--- config.mk ---
export PLATFORM = sky130hd
export DESIGN_NAME = hrs_dev_flat
export DESIGN_NICKNAME = d
export VERILOG_FILES = /design/src/hw/hrs_pkg.sv /design/src/hw/hrs_link_if.sv /design/src/hw/hrs_dev.sv /design/src/flat_wrapper.sv
export SDC_FILE = /design/constraint.sdc
export NUM_CORES = 1
export LEC_CHECK = 0
export BUFFER_PORTS_ARGS = -buffer_cell sky130_fd_sc_hd__buf_4
export CORE_MARGIN = 3
export CORE_UTILIZATION = 54
export CTS_BUF_LIST = sky130_fd_sc_hd__clkbuf_8
export DETAILED_ROUTE_END_ITERATION = 10
export GPL_TIMING_DRIVEN = 0
export PLACE_DENSITY = 0.77
export SKIP_CTS_REPAIR_TIMING = 1
export SYNTH_ARGS = -nofsm -noshare
export SYNTH_HDL_FRONTEND = slang
export SYNTH_SLANG_ARGS = --single-unit
--- constraint.sdc ---
create_clock -name clk_sys -period 2 [get_ports clk_sys]
set_clock_uncertainty 0.15 [all_clocks]
set_input_delay 0.1 -clock clk_sys [delete_from_list [all_inputs] [get_ports clk_sys]]
set_output_delay 0.1 -clock clk_sys [all_outputs]
set_load 0.05 [all_outputs]
--- src/hw/hrs_pkg.sv ---
package hrs_pkg;
  // Clock
  localparam int CLK_HZ = 10_000_000;
  localparam int CYC_PER_US = CLK_HZ / 1_000_000;
  localparam int CYC_PER_MS = CLK_HZ / 1_000;

  // Times in their printed units
  localparam int T_RST_MIN_US = 1;
  localparam int T_RECOVER_US = 500;
  localparam int T_ATTACH_MAX_MS = 100;
  localparam real T_EEPROM_MAX_MS = 99.5;
  localparam int T_LOAD_MAX_MS = 300;
  localparam int T_HOST_WAIT_MS = 100;
  localparam int T_REQ_MAX_MS = 5;

  // Cycle counts (least times round up, longest times round down)
  localparam int RST_MIN_CYC = T_RST_MIN_US * CYC_PER_US;
  localparam int RECOVER_CYC = T_RECOVER_US * CYC_PER_US;
  localparam int ATTACH_MAX_CYC = T_ATTACH_MAX_MS * CYC_PER_MS;
  localparam int EEPROM_MAX_CYC = $rtoi(T_EEPROM_MAX_MS * CYC_PER_MS);
  localparam int LOAD_MAX_CYC = T_LOAD_MAX_MS * CYC_PER_MS;
  localparam int HOST_WAIT_CYC = T_HOST_WAIT_MS * CYC_PER_MS;
  localparam int REQ_MAX_CYC = T_REQ_MAX_MS * CYC_PER_MS;
  // Own latencies, far inside the limits above
  localparam int APPLY_CYC = 16;
  localparam int REQ_CYC = 8;
  localparam int BUSRST_CYC = 100;
  localparam int CNT_W = 22;

  // Configuration source select strap
  localparam logic [1:0] CFG_SEL_DEFAULT = 2'h0;
  localparam logic [1:0] CFG_SEL_SMBUS = 2'h1;

  // Configuration word fields
  localparam int CFGW_FIX_LSB = 0;
  localparam int CFGW_DIS_LSB = 4;

  // Upstream request kinds
  localparam logic [1:0] REQ_GET_STATUS = 2'h0;
  localparam logic [1:0] REQ_SET_ADDR = 2'h1;
  localparam logic [1:0] REQ_SET_CFG = 2'h2;

  // Host APB map
  localparam logic [11:0] ADDR_CTRL = 12'h000;
  localparam logic [11:0] ADDR_REQ = 12'h004;
  localparam logic [11:0] ADDR_STAT = 12'h008;
  localparam logic [11:0] ADDR_CFG = 12'h00c;
  localparam int CTL_RST = 0;
  localparam int CTL_BUSRST = 1;
  localparam int CTL_SUSP = 2;
  localparam int CTL_CFGRDY = 3;
  localparam int CTL_BUSPWR = 4;
  localparam int CTL_BCEN = 5;
  localparam int CTL_SEL_LSB = 8;
  localparam int CTL_FIX_LSB = 12;
  localparam logic [15:0] CTRL_MASK = 16'h333d;
  localparam logic [15:0] CTRL_RST_VAL = 16'h0001;
  localparam int REQ_KIND_LSB = 8;
  localparam int ST_ATTACH = 0;
  localparam int ST_BUSY = 1;
  localparam int ST_DONE = 2;
  localparam int ST_LATE = 3;
  localparam int ST_RSTHELD = 4;
  localparam int ST_BRST = 5;
  localparam int ST_PWR_LSB = 8;
  localparam int ST_FETCH = 12;
endpackage

--- src/hw/hrs_link_if.sv ---
`timescale 1ns/10ps
interface hrs_link_if;
  // Host to device
  logic hw_reset_n;
  logic bus_reset;
  logic suspend_req;
  logic cfg_ready;
  logic [7:0] cfg_data;
  logic req_valid;
  logic [1:0] req_kind;
  logic [6:0] req_data;
  logic [1:0] strap_cfg_sel;
  logic charge_support_enable;
  logic [1:0] fixed_device_strap;
  // Device to host
  logic [3:0] port_power_enable;
  logic [3:0] port_enable;
  logic phy_enable;
  logic osc_run;
  logic pll_run;
  logic [3:0] led;
  logic usb_attach;
  logic tt_clear;
  logic suspended;
  logic cfg_fetch;
  logic req_ack;

  modport dev (
    input hw_reset_n, bus_reset, suspend_req, cfg_ready, cfg_data,
    input req_valid, req_kind, req_data, strap_cfg_sel,
    input charge_support_enable, fixed_device_strap,
    output port_power_enable, port_enable, phy_enable, osc_run, pll_run,
    output led, usb_attach, tt_clear, suspended, cfg_fetch, req_ack
  );
  modport hst (
    output hw_reset_n, bus_reset, suspend_req, cfg_ready, cfg_data,
    output req_valid, req_kind, req_data, strap_cfg_sel,
    output charge_support_enable, fixed_device_strap,
    input port_power_enable, port_enable, phy_enable, osc_run, pll_run,
    input led, usb_attach, tt_clear, suspended, cfg_fetch, req_ack
  );
endinterface

--- src/hw/hrs_dev.sv ---
`timescale 1ns/10ps
// Summary of operation
// RULE_01: Hardware reset held low at least 1 us.
// RULE_02: In reset, ports off, power off unless charging.
// RULE_03: In reset, PHYs disabled, pairs float.
// RULE_04: Reset aborts transactions, keeps no state.
// RULE_05: Reset returns configuration registers to zero.
// RULE_06: In reset, oscillator and PLL stopped.
// RULE_07: In reset, all LEDs off.
// RULE_08: Operational by 500 us, then fetch configuration.
// RULE_09: Strap mode: outputs inactive within 2 us.
// RULE_10: Strap mode: attach within 100 ms.
// RULE_11: EEPROM mode: read and apply within 99.5 ms.
// RULE_12: SMBus host loads code within 300 ms.
// RULE_13: SMBus mode: apply and attach within 100 ms.
// RULE_14: Self-powered load time unbounded; bus-powered bounded.
// RULE_15: Host waits 100 ms after attach before reset.
// RULE_16: Each upstream request completes within 5 ms.
// RULE_17: Bus reset sets device address to zero.
// RULE_18: Bus reset unconfigures and clears TT buffers.
// RULE_19: Bus reset drops port power unless charging.
// RULE_20: Bus reset wakes a suspended device.
// RULE_21: Bus reset never passed to downstream ports.
// RULE_22: Fixed-device straps read as tied level.
// RULE_23: Straps latched once at reset release.
module hrs_dev #(
  parameter int RECOVER_CYC = hrs_pkg::RECOVER_CYC,
  parameter int EEPROM_MAX_CYC = hrs_pkg::EEPROM_MAX_CYC,
  parameter int APPLY_CYC = hrs_pkg::APPLY_CYC,
  parameter int REQ_CYC = hrs_pkg::REQ_CYC
) (
  // Clock and reset
  input wire logic clk_sys,
  input wire logic reset,
  // Link
  hrs_link_if.dev lnk,
  // Device status
  output logic [6:0] usb_addr,
  output logic usb_configured,
  output logic [1:0] fixed_port_mask,
  output logic operational
);
  localparam int CW = hrs_pkg::CNT_W;
  localparam int SW = 27;

  typedef enum logic [2:0] {
    ST_HWRST, ST_RECOVER, ST_FETCH, ST_APPLY, ST_ATTACHED
  } hrs_dev_state_e;

  logic [SW-1:0] s1_ff;
  logic [SW-1:0] s2_ff;
  logic hwrst_n, brst, susp, cready, rvalid, bcen;
  logic [1:0] sel, fstrap, rkind;
  logic [7:0] cdata;
  logic [6:0] rdata;
  logic in_hw;

  hrs_dev_state_e state_ff, nxt_state;
  logic [CW-1:0] cnt_ff;
  logic [1:0] sel_ff, fstrap_ff;
  logic bc_ff, smbus;
  logic [7:0] cfg_ff;
  logic [3:0] dis;
  logic bc_now;
  logic [6:0] addr_ff;
  logic cfgd_ff, susp_ff, tt_ff, attach_ff, fetch_ff;
  logic busy_ff, ack_ff;
  logic [CW-1:0] rcnt_ff;
  logic [1:0] kind_ff;
  logic [6:0] data_ff;
  logic [1:0] fix_ff;
  logic [3:0] pwr_ff, pen_ff, led_ff;
  logic phy_ff, osc_ff, pll_ff;

  // Every pin passes two flops before use
  always_ff @(posedge clk_sys) begin
    if (reset) begin
      s1_ff <= '0;
      s2_ff <= '0;
    end else begin
      s1_ff <= {lnk.hw_reset_n, lnk.bus_reset, lnk.suspend_req,
                lnk.cfg_ready, lnk.req_valid, lnk.charge_support_enable,
                lnk.strap_cfg_sel, lnk.fixed_device_strap, lnk.cfg_data,
                lnk.req_kind, lnk.req_data};
      s2_ff <= s1_ff;
    end
  end
  assign {hwrst_n, brst, susp, cready, rvalid, bcen, sel, fstrap, cdata,
          rkind, rdata} = s2_ff;
  // Host keeps the pin low long enough; any low level is obeyed
  assign in_hw = ~hwrst_n; // RULE_01

  assign smbus = (sel_ff == hrs_pkg::CFG_SEL_SMBUS);

  always_comb begin
    nxt_state = state_ff;
    case (state_ff)
      ST_HWRST: nxt_state = ST_RECOVER;
      ST_RECOVER: begin
        if (cnt_ff == CW'(RECOVER_CYC - 1)) begin // RULE_08
          if (sel_ff == hrs_pkg::CFG_SEL_DEFAULT) begin
            nxt_state = ST_APPLY;
          end else begin
            nxt_state = ST_FETCH;
          end
        end
      end
      ST_FETCH: begin
        // SMBus load may take as long as the host needs
        if (cready) begin // RULE_14
          nxt_state = ST_APPLY;
        end else if (!smbus && cnt_ff == CW'(EEPROM_MAX_CYC - 1)) begin
          // Silent EEPROM: fall back to defaults on time
          nxt_state = ST_APPLY; // RULE_11
        end
      end
      ST_APPLY: begin
        if (cnt_ff == CW'(APPLY_CYC - 1)) begin // RULE_10 RULE_13
          nxt_state = ST_ATTACHED;
        end
      end
      ST_ATTACHED: nxt_state = ST_ATTACHED;
      default: nxt_state = ST_HWRST;
    endcase
    if (in_hw) begin
      nxt_state = ST_HWRST;
    end
  end

  always_ff @(posedge clk_sys) begin
    if (reset) begin
      state_ff <= ST_HWRST;
    end else begin
      state_ff <= nxt_state;
    end
  end

  always_ff @(posedge clk_sys) begin
    if (reset || nxt_state != state_ff) begin
      cnt_ff <= '0;
    end else if (state_ff != ST_ATTACHED) begin
      cnt_ff <= cnt_ff + 1'b1;
    end
  end

  // Straps sampled on the release cycle only
  always_ff @(posedge clk_sys) begin
    if (reset) begin
      sel_ff <= '0;
      fstrap_ff <= '0;
      bc_ff <= 1'b0;
    end else if (state_ff == ST_HWRST && !in_hw) begin
      sel_ff <= sel; // RULE_23
      fstrap_ff <= fstrap;
      bc_ff <= bcen;
    end
  end

  always_ff @(posedge clk_sys) begin
    if (reset || in_hw) begin
      cfg_ff <= '0; // RULE_05
    end else if (state_ff == ST_FETCH && cready) begin
      cfg_ff <= cdata; // RULE_11 RULE_13
    end
  end
  assign dis = cfg_ff[hrs_pkg::CFGW_DIS_LSB +: 4];

  always_ff @(posedge clk_sys) begin
    if (reset || in_hw) begin
      fix_ff <= '0;
    end else if (state_ff == ST_APPLY) begin
      if (sel_ff == hrs_pkg::CFG_SEL_DEFAULT) begin
        fix_ff <= fstrap_ff; // RULE_22
      end else begin
        fix_ff <= cfg_ff[hrs_pkg::CFGW_FIX_LSB +: 2];
      end
    end
  end

  always_ff @(posedge clk_sys) begin
    if (reset) begin
      fetch_ff <= 1'b0;
      attach_ff <= 1'b0;
    end else begin
      fetch_ff <= (nxt_state == ST_FETCH); // RULE_08
      attach_ff <= (nxt_state == ST_ATTACHED); // RULE_10 RULE_13
    end
  end

  // Upstream requests: four-phase handshake
  always_ff @(posedge clk_sys) begin
    if (reset || in_hw || brst) begin
      busy_ff <= 1'b0; // RULE_04
      ack_ff <= 1'b0;
      rcnt_ff <= '0;
      kind_ff <= '0;
      data_ff <= '0;
    end else if (busy_ff) begin
      rcnt_ff <= rcnt_ff + 1'b1;
      if (rcnt_ff == CW'(REQ_CYC - 1)) begin // RULE_16
        busy_ff <= 1'b0;
        ack_ff <= 1'b1;
      end
    end else if (ack_ff) begin
      ack_ff <= rvalid;
    end else if (rvalid && state_ff == ST_ATTACHED) begin
      busy_ff <= 1'b1;
      rcnt_ff <= '0;
      kind_ff <= rkind;
      data_ff <= rdata;
    end
  end

  wire req_fin = busy_ff && rcnt_ff == CW'(REQ_CYC - 1);

  always_ff @(posedge clk_sys) begin
    if (reset || in_hw || brst) begin
      addr_ff <= '0; // RULE_17
    end else if (req_fin && kind_ff == hrs_pkg::REQ_SET_ADDR) begin
      addr_ff <= data_ff;
    end
  end

  always_ff @(posedge clk_sys) begin
    if (reset || in_hw || brst) begin
      cfgd_ff <= 1'b0; // RULE_18
    end else if (req_fin && kind_ff == hrs_pkg::REQ_SET_CFG) begin
      cfgd_ff <= data_ff[0];
    end
  end

  // Downstream ports see no reset from here, only loss of enable
  always_ff @(posedge clk_sys) begin
    if (reset) begin
      tt_ff <= 1'b0;
      susp_ff <= 1'b0;
    end else begin
      tt_ff <= in_hw | brst; // RULE_18 RULE_21
      susp_ff <= susp & ~brst & ~in_hw & attach_ff; // RULE_20
    end
  end

  assign bc_now = in_hw ? bcen : bc_ff;

  always_ff @(posedge clk_sys) begin
    if (reset) begin
      pwr_ff <= '0;
      pen_ff <= '0;
      led_ff <= '0;
    end else if (in_hw || brst || !cfgd_ff) begin
      pwr_ff <= {4{bc_now}}; // RULE_02 RULE_19
      pen_ff <= '0; // RULE_02 RULE_09
      led_ff <= '0; // RULE_07
    end else begin
      pwr_ff <= ~dis | {4{bc_now}};
      pen_ff <= ~dis;
      led_ff <= pen_ff;
    end
  end

  // PLL follows the oscillator by a cycle so it never runs unclocked
  always_ff @(posedge clk_sys) begin
    if (reset) begin
      phy_ff <= 1'b0;
      osc_ff <= 1'b0;
      pll_ff <= 1'b0;
    end else begin
      phy_ff <= ~in_hw; // RULE_03
      osc_ff <= ~in_hw; // RULE_06
      pll_ff <= osc_ff & ~in_hw; // RULE_06
    end
  end

  assign lnk.port_power_enable = pwr_ff;
  assign lnk.port_enable = pen_ff;
  assign lnk.phy_enable = phy_ff;
  assign lnk.osc_run = osc_ff;
  assign lnk.pll_run = pll_ff;
  assign lnk.led = led_ff;
  assign lnk.usb_attach = attach_ff;
  assign lnk.tt_clear = tt_ff;
  assign lnk.suspended = susp_ff;
  assign lnk.cfg_fetch = fetch_ff;
  assign lnk.req_ack = ack_ff;
  assign usb_addr = addr_ff;
  assign usb_configured = cfgd_ff;
  assign fixed_port_mask = fix_ff;
  assign operational = attach_ff;
endmodule // hrs_dev

--- src/flat_wrapper.sv ---
// flat-port wrapper written by rule: the top's interface ports become plain ports
module hrs_dev_flat 
#(
  parameter int RECOVER_CYC = hrs_pkg::RECOVER_CYC,
  parameter int EEPROM_MAX_CYC = hrs_pkg::EEPROM_MAX_CYC,
  parameter int APPLY_CYC = hrs_pkg::APPLY_CYC,
  parameter int REQ_CYC = hrs_pkg::REQ_CYC
)
  (clk_sys, reset, usb_addr, usb_configured, fixed_port_mask, operational, lnk_hw_reset_n, lnk_bus_reset, lnk_suspend_req, lnk_cfg_ready, lnk_cfg_data, lnk_req_valid, lnk_req_kind, lnk_req_data, lnk_strap_cfg_sel, lnk_charge_support_enable, lnk_fixed_device_strap, lnk_port_power_enable, lnk_port_enable, lnk_phy_enable, lnk_osc_run, lnk_pll_run, lnk_led, lnk_usb_attach, lnk_tt_clear, lnk_suspended, lnk_cfg_fetch, lnk_req_ack);
  hrs_link_if lnk_i ();
  input wire logic clk_sys;
  input wire logic reset;
  output logic [6:0] usb_addr;
  output logic usb_configured;
  output logic [1:0] fixed_port_mask;
  output logic operational;
  input wire logic [$bits(lnk_i.hw_reset_n)-1:0] lnk_hw_reset_n;
  input wire logic [$bits(lnk_i.bus_reset)-1:0] lnk_bus_reset;
  input wire logic [$bits(lnk_i.suspend_req)-1:0] lnk_suspend_req;
  input wire logic [$bits(lnk_i.cfg_ready)-1:0] lnk_cfg_ready;
  input wire logic [$bits(lnk_i.cfg_data)-1:0] lnk_cfg_data;
  input wire logic [$bits(lnk_i.req_valid)-1:0] lnk_req_valid;
  input wire logic [$bits(lnk_i.req_kind)-1:0] lnk_req_kind;
  input wire logic [$bits(lnk_i.req_data)-1:0] lnk_req_data;
  input wire logic [$bits(lnk_i.strap_cfg_sel)-1:0] lnk_strap_cfg_sel;
  input wire logic [$bits(lnk_i.charge_support_enable)-1:0] lnk_charge_support_enable;
  input wire logic [$bits(lnk_i.fixed_device_strap)-1:0] lnk_fixed_device_strap;
  output wire logic [$bits(lnk_i.port_power_enable)-1:0] lnk_port_power_enable;
  output wire logic [$bits(lnk_i.port_enable)-1:0] lnk_port_enable;
  output wire logic [$bits(lnk_i.phy_enable)-1:0] lnk_phy_enable;
  output wire logic [$bits(lnk_i.osc_run)-1:0] lnk_osc_run;
  output wire logic [$bits(lnk_i.pll_run)-1:0] lnk_pll_run;
  output wire logic [$bits(lnk_i.led)-1:0] lnk_led;
  output wire logic [$bits(lnk_i.usb_attach)-1:0] lnk_usb_attach;
  output wire logic [$bits(lnk_i.tt_clear)-1:0] lnk_tt_clear;
  output wire logic [$bits(lnk_i.suspended)-1:0] lnk_suspended;
  output wire logic [$bits(lnk_i.cfg_fetch)-1:0] lnk_cfg_fetch;
  output wire logic [$bits(lnk_i.req_ack)-1:0] lnk_req_ack;
  assign lnk_i.hw_reset_n = lnk_hw_reset_n;
  assign lnk_i.bus_reset = lnk_bus_reset;
  assign lnk_i.suspend_req = lnk_suspend_req;
  assign lnk_i.cfg_ready = lnk_cfg_ready;
  assign lnk_i.cfg_data = lnk_cfg_data;
  assign lnk_i.req_valid = lnk_req_valid;
  assign lnk_i.req_kind = lnk_req_kind;
  assign lnk_i.req_data = lnk_req_data;
  assign lnk_i.strap_cfg_sel = lnk_strap_cfg_sel;
  assign lnk_i.charge_support_enable = lnk_charge_support_enable;
  assign lnk_i.fixed_device_strap = lnk_fixed_device_strap;
  assign lnk_port_power_enable = lnk_i.port_power_enable;
  assign lnk_port_enable = lnk_i.port_enable;
  assign lnk_phy_enable = lnk_i.phy_enable;
  assign lnk_osc_run = lnk_i.osc_run;
  assign lnk_pll_run = lnk_i.pll_run;
  assign lnk_led = lnk_i.led;
  assign lnk_usb_attach = lnk_i.usb_attach;
  assign lnk_tt_clear = lnk_i.tt_clear;
  assign lnk_suspended = lnk_i.suspended;
  assign lnk_cfg_fetch = lnk_i.cfg_fetch;
  assign lnk_req_ack = lnk_i.req_ack;
  hrs_dev #(.RECOVER_CYC(RECOVER_CYC), .EEPROM_MAX_CYC(EEPROM_MAX_CYC), .APPLY_CYC(APPLY_CYC), .REQ_CYC(REQ_CYC)) u_core (.clk_sys(clk_sys), .reset(reset), .lnk(lnk_i), .usb_addr(usb_addr), .usb_configured(usb_configured), .fixed_port_mask(fixed_port_mask), .operational(operational));
endmodule
# After elaboration in Yosys (flattened, before gate mapping)
# Index checks and enable logic that the tools add are counted.
dict set report op_classes {
  n_eq_ne 17
  muxes 20
  n_reduce_logical 20
  n_bitwise 11
  addsub 2
}
# op n
set ops {}
lappend ops {{22-bit two-way mux} 3}
lappend ops {{22-bit by 1-bit adder with 22-bit output, second input constant} 2}
lappend ops {{22-bit by 13-bit equality test with 1-bit output, second input constant} 1}
lappend ops {{22-bit by 20-bit equality test with 1-bit output, second input constant} 1}
lappend ops {{22-bit by 3-bit equality test with 1-bit output, second input constant} 1}
lappend ops {{22-bit by 4-bit equality test with 1-bit output, second input constant} 1}
lappend ops {{3-bit two-way mux} 5}
lappend ops {{3-bit case mux with 5 select lines} 1}
lappend ops {{3-bit by 2-bit equality test with 1-bit output, second input constant} 3}
lappend ops {{1-bit two-way mux} 9}
lappend ops {{1-bit logical AND} 7}
lappend ops {{3-bit equality test, second input constant} 2}
lappend ops {{1-bit logical OR} 5}
lappend ops {{1-bit bitwise AND} 4}
lappend ops {{2-bit by 1-bit equality test with 1-bit output, second input constant} 2}
lappend ops {{4-bit two-way mux} 1}
lappend ops {{1-bit NOT} 4}
lappend ops {{4-bit NOT} 1}
lappend ops {{4-bit OR} 1}
lappend ops {{3-bit by 1-bit equality test with 1-bit output, second input constant} 1}
lappend ops {{3-bit logical NOT} 1}
lappend ops {{3-bit != test} 1}
lappend ops {{3-bit != test, second input constant} 1}
lappend ops {{3-bit AND reduction} 1}
lappend ops {{10 further kinds} 11}
dict set report totals {
  in_bits 29
  reg_bits 153
  word_cells 95
}

# Logic depth before layout (Yosys ltp)
dict set report depth {
  depth_word 9
  mapped_depth 7
}

# Least setup slack after synthesis
# Ideal clock, no wire load.
dict set report synth_path {
  kind {register to register}
  from {register u_core.cnt_ff[4]}
  to {register u_core.cnt_ff[13]}
  period_less_slack_ps 1989
  setup_slack_ps 11
  arrival_ps 1720
  stages_incl_launch_ff 7
  n_path_buf 1
  setup_ps 119
  path_cell_list {dfxtp_1 or4_4 nor4_1 nand4b_1 o211ai_2 buf_4 nor3b_1}
}
dict set report synth_via {
  elab_chain_cells 8
}
# element line_no
set synth_lines {}
lappend synth_lines {{start: declaration} hrs_dev.sv:59} ;# logic [CW-1:0] cnt_ff;
lappend synth_lines {{start signal: assignment} hrs_dev.sv:142} ;# cnt_ff <= cnt_ff + 1'b1;
lappend synth_lines {{22-bit by 20-bit equality test with 1-bit output} hrs_dev.sv:112} ;# end else if (!smbus && cnt_ff == CW'(EEPROM_MAX_CYC - 1)) begin
lappend synth_lines {{1-bit logical AND} hrs_dev.sv:112}
lappend synth_lines {{3-bit two-way mux} hrs_dev.sv:112}
lappend synth_lines {{3-bit two-way mux} hrs_dev.sv:110} ;# if (cready) begin
lappend synth_lines {{3-bit case mux with 5 select lines} hrs_dev.sv:97} ;# case (state_ff)
lappend synth_lines {{3-bit two-way mux} hrs_dev.sv:125} ;# if (in_hw) begin
lappend synth_lines {{3-bit != test} hrs_dev.sv:139} ;# if (reset || nxt_state != state_ff) begin
lappend synth_lines {{1-bit logical OR} hrs_dev.sv:139}
# Parallel ways exist; a longest one is shown, timed or not.
# A chain may end at the register's enable or synchronous reset.

# Final worst setup path
dict set report layout_path {
  from {register u_core.cnt_ff[14]}
  to {register u_core.cnt_ff[16]}
}
# The elaborated chain is that of the path after synthesis.

==> run summary <==
Along the worst path, the maximum fanout reaches 6. STA classifies the critical path startpoint as a flop. The detailed router finished its first iteration with 201 violations. In the final timing run, aggregate negative setup slack is -5700 ps. After synthesis, the cell types taking the most area are sky130_fd_sc_hd__dfxtp_1 (53%), sky130_fd_sc_hd__nor2b_1 (6.0%), sky130_fd_sc_hd__nor2_1 (3.8%). Setup repair after global routing could not meet its margin everywhere. The clock transition at the registers of the reported paths was 80 ps.

The synthesized design contains 0 enable-type register cells. Setup slack on the worst reg-to-reg path comes out at -270 ps. The tools report the number of diodes as 0.

The final route contains 4488 vias. The HPWL after detailed placement is 7930 um. The dominant combinational cell family by area after synthesis is simple AND/OR/NAND/NOR gates. The final weighted congestion in routability-driven placement was 0.856; the logic depth of the worst register-to-register path was 6. The number of different library cells used by synthesis comes to 48. The synthesized-area fraction occupied by ao, oa, aoi and oai cells is 0.0634.

Share of the cycle needed by the critical path after routing: 1.14. The arrival time at the worst endpoint is 2460 ps. Synthesis produced a netlist whose cell count is 576. The worst hold path depth was 3. During synthesis, Yosys emitted a total of 0 warnings.

The endpoint identified for the worst register-to-register timing path is u_core.cnt_ff[16]$_SDFFE_PP0P_. Static timing analysis puts the maximum clock frequency at 440 MHz. The design draws 5.21 mW. The power density normalized to cell area was 719 nW/um2; the number of sinks driven by the clock tree was 147.

For this run, the number of standard cells in the final layout without fillers is 853. Setup violations remaining at the end of the flow were counted as 25. After the last flow step, the layout net total stands at 738. Xor-xnor portion of the synthesized cell area: 0.0363. The global-route wire length before repair came out at 18200 um. Among all flip-flop cells after synthesis, the most frequent one is sky130_fd_sc_hd__dfxtp_1.

Worst min-delay path endpoint: u_core.s1_ff[0]$_SDFF_PP0_. The worst reg2reg path startpoint is u_core.cnt_ff[14]$_SDFFE_PP0P_. In this run the tool buffered the top-level ports with 57 buffer cells. The tree is rooted in a sky130_fd_sc_hd__clkbuf_8.

From left edge to right edge, the die measures 107 um. VDD sags by at most 0.000626 V. The logs give 5550 um2 for the mapped cell area and 0.575 for the sequential share of power. The share of flip-flops with an asynchronous set or reset was 0; the worst path setup slack after routing was -274 ps. In this run the most critical hold path is launched from lnk_req_data[0]. The logs give 60 for the I/O pin count and 1.26 mW for the net switching power.

Compared with the post-synthesis result, the final layout area differs by 30.7%. The proportion of layout cells with a drive suffix above 1 is 0.269. The post-synthesis average cell area works out to 9.63 um2.

The tools report the remaining routing DRC violations as 0. The start-to-end type of the worst setup path was flop to flop. On the critical path, the stage with the largest delay is an instance of sky130_fd_sc_hd__or4_4. The analysis attributes to cell leakage a power of 2.68 nW. Summing all placed instances gives a cell area of 6140 um2. Clock latency on the worst-skew pair, taken at its later pin, is 440 ps. The final reports fail on negative setup slack. The run gives 2 as the worst-case clock buffer depth. The area share of the largest cell type after synthesis is 0.530. The clock network power share came out at 0.375.

The shortest period the worst path allows came out at 2270 ps. The tools report the starting density of the core as 0.562. The area fraction in and, or, nand and nor cells after synthesis came out at 0.294. The multiplexer fraction of the synthesized cell area was 0.0383. The normalized max-slew margin is 0.642. The detail route stage leaves a number of antenna-violating nets equal to 0. Counting tap cells, the placed design contains a total of 766 instances. Across the run, the number of max-cap violations was 0. The first detailed-routing pass took 4 iterations. The adder-cell area share of the yosys netlist was 0.00451.

Routed wire length: 12800 um. Traced cell by cell, the critical path runs through or4_4 -> nor4_4 -> nand4_1 -> o211ai_4 -> buf_6 -> nor2_1. The via count of the first global-routing pass is 4001. OpenSTA, run right after detailed placement, puts the worst setup slack at -307 ps. Final instance area: 7250 um2. Entering global routing, the biggest net connects 17 pins. The die is 107 um tall. The logs give 0 for the number of max-slew violations in the final report and 0 for the final hold violation count. The switching portion of total power came out at 0.241. TritonCTS built the clock tree.

At the pin with the least slew margin, the transition time is 537 ps. Delay of the slowest cell on the worst path: 540 ps. The routed wire length per instance works out to 15.0 um. Counting every net in the synthesized netlist gives 607. The run gives 36 as the number of rows created at floorplan. The average vias per placed instance was 5.26; the sequential area share after synthesis was 0.530. The run gives 17 as the total clock buffers created by CTS. The logs give 4 for the H-tree level count and 0 for the remaining global-route overflow. The internal power of the cells totals 3.95 mW. The tools report the number of antenna violations at the first check in global routing as 0. For the area of the core, the log shows 9860 um2. The register bit count reported by yosys was 147. The run finished, with violations left.

The worst setup path is captured at a flop. The logs give 2190 ps for the endpoint required time on the critical path and 11500 um2 for the floorplan die area. Kind of path behind the tightest hold check: primary input to flop. The biggest area contributor in the post-synthesis netlist is sky130_fd_sc_hd__dfxtp_1.

The total global-route track usage is 0.201. For the combinational power share, the log shows 0.049.
## final cells by class
class	instances	area [um2]
clock inverter	15	97.6
clock buffer	17	234
multi-input combinational	393	2670
tap	133	166
sequential	147	2970
buffer	26	166
inverter	9	33.8
timing repair buffer	113	921
fill	667	2610
## how the worst max path moves through the flow
stage / from / end / slack [ps] / cells after the start
after floorplan: u_core.cnt_ff[4]$_SDFFE_PP0P_ / u_core.cnt_ff[13]$_SDFFE_PP0P_ / 10 / 6
after global routing: u_core.cnt_ff[14]$_SDFFE_PP0P_ / u_core.cnt_ff[16]$_SDFFE_PP0P_ / -340 / 6
after detailed placement: u_core.cnt_ff[4]$_SDFFE_PP0P_ / u_core.cnt_ff[17]$_SDFFE_PP0P_ / -310 / 6
final: u_core.cnt_ff[14]$_SDFFE_PP0P_ / u_core.cnt_ff[16]$_SDFFE_PP0P_ / -270 / 6
after global placement: u_core.cnt_ff[4]$_SDFFE_PP0P_ / u_core.cnt_ff[11]$_SDFFE_PP0P_ / -260 / 6
after CTS: u_core.cnt_ff[4]$_SDFFE_PP0P_ / u_core.cnt_ff[11]$_SDFFE_PP0P_ / -330 / 6
## synth_stat cells (5+ instances only)
cell,number
sky130_fd_sc_hd__a21oi_1,29
sky130_fd_sc_hd__inv_1,9
sky130_fd_sc_hd__and3_1,12
sky130_fd_sc_hd__or2_2,10
sky130_fd_sc_hd__buf_4,5
sky130_fd_sc_hd__nor3b_1,10
sky130_fd_sc_hd__dfxtp_1,147
sky130_fd_sc_hd__xor2_1,8
sky130_fd_sc_hd__clkbuf_1,15
sky130_fd_sc_hd__nand3_1,25
sky130_fd_sc_hd__nand4_1,19
sky130_fd_sc_hd__xnor2_1,15
sky130_fd_sc_hd__and4_1,6
sky130_fd_sc_hd__nand2_1,50
sky130_fd_sc_hd__o21ai_0,14
sky130_fd_sc_hd__nor2_1,56
sky130_fd_sc_hd__nor4_1,9
sky130_fd_sc_hd__mux2i_1,19
sky130_fd_sc_hd__nor3_1,9
sky130_fd_sc_hd__nor2b_1,53
## stage by stage
step | hold slack, ps | util
after floorplan | 78.2 | -
after global placement | 158 | 0.623
after detailed placement | 164 | 0.623
after CTS | -311 | 0.656
after global routing | 247 | 0.735
final | 263 | 0.735
## power by group through the flow
stage | logic [mW] | clock network, mW | registers, mW
after floorplan | 0.0951 | 0 | 3.08
after global placement | 0.177 | 0 | 3.07
after detailed placement | 0.182 | 0 | 3.07
after CTS | 0.182 | 1.98 | 3.00
after global routing | 0.278 | 2.13 | 3.00
final | 0.257 | 1.96 | 3.00
## registers in the layout, summed over array words and instances (netlist names), 3 cells and up
register,count
u_core.data_ff,7
u_core.cnt_ff,22
u_core.s2_ff,25
u_core.lnk.port_power_enable,4
u_core.rcnt_ff,22
u_core.usb_addr,7
u_core.s1_ff,25
u_core.state_ff,3
u_core.cfg_ff,6
u_core.lnk.port_enable,4
u_core.lnk.led,4
## worst max-delay path, delay by kind of cell (launching register included)
kind,cells,cell delay (ps)
compound gates,1,330
buf+inv,1,210
flops,1,360
simple gates,4,1110
## per-layer routing
layer | track usage | up-vias | part of all wire
met1 | 0.251 | 2105 | 0.43
li1 | - | 2247 | -
met2 | 0.322 | 106 | 0.50
met5 | 0 | - | 0
met4 | 0.0902 | 0 | 0.025
met3 | 0.0600 | 30 | 0.045
## layout by cell type (no fill, tap or decap), drive strengths merged, types with 19 or more instances in the layout
master	n
a21oi	29
buf	100
clkbuf	30
dfxtp	147
dlygate4sd3	26
mux2i	19
nand2	50
nand3	25
nand4	19
nor2	57
nor2b	53
## cells by family (layout without fill, tap and decap cells)
group,after synthesis,in the layout
XOR/XNOR,23,23
adder cells (fa/ha/maj),2,2
buffers and inverters,36,180
AO/OA/AOI/OAI,59,59
multiplexers,21,21
AND/OR/NAND/NOR,288,288
flip-flops,147,147
(Power assumes the default switching activity.)
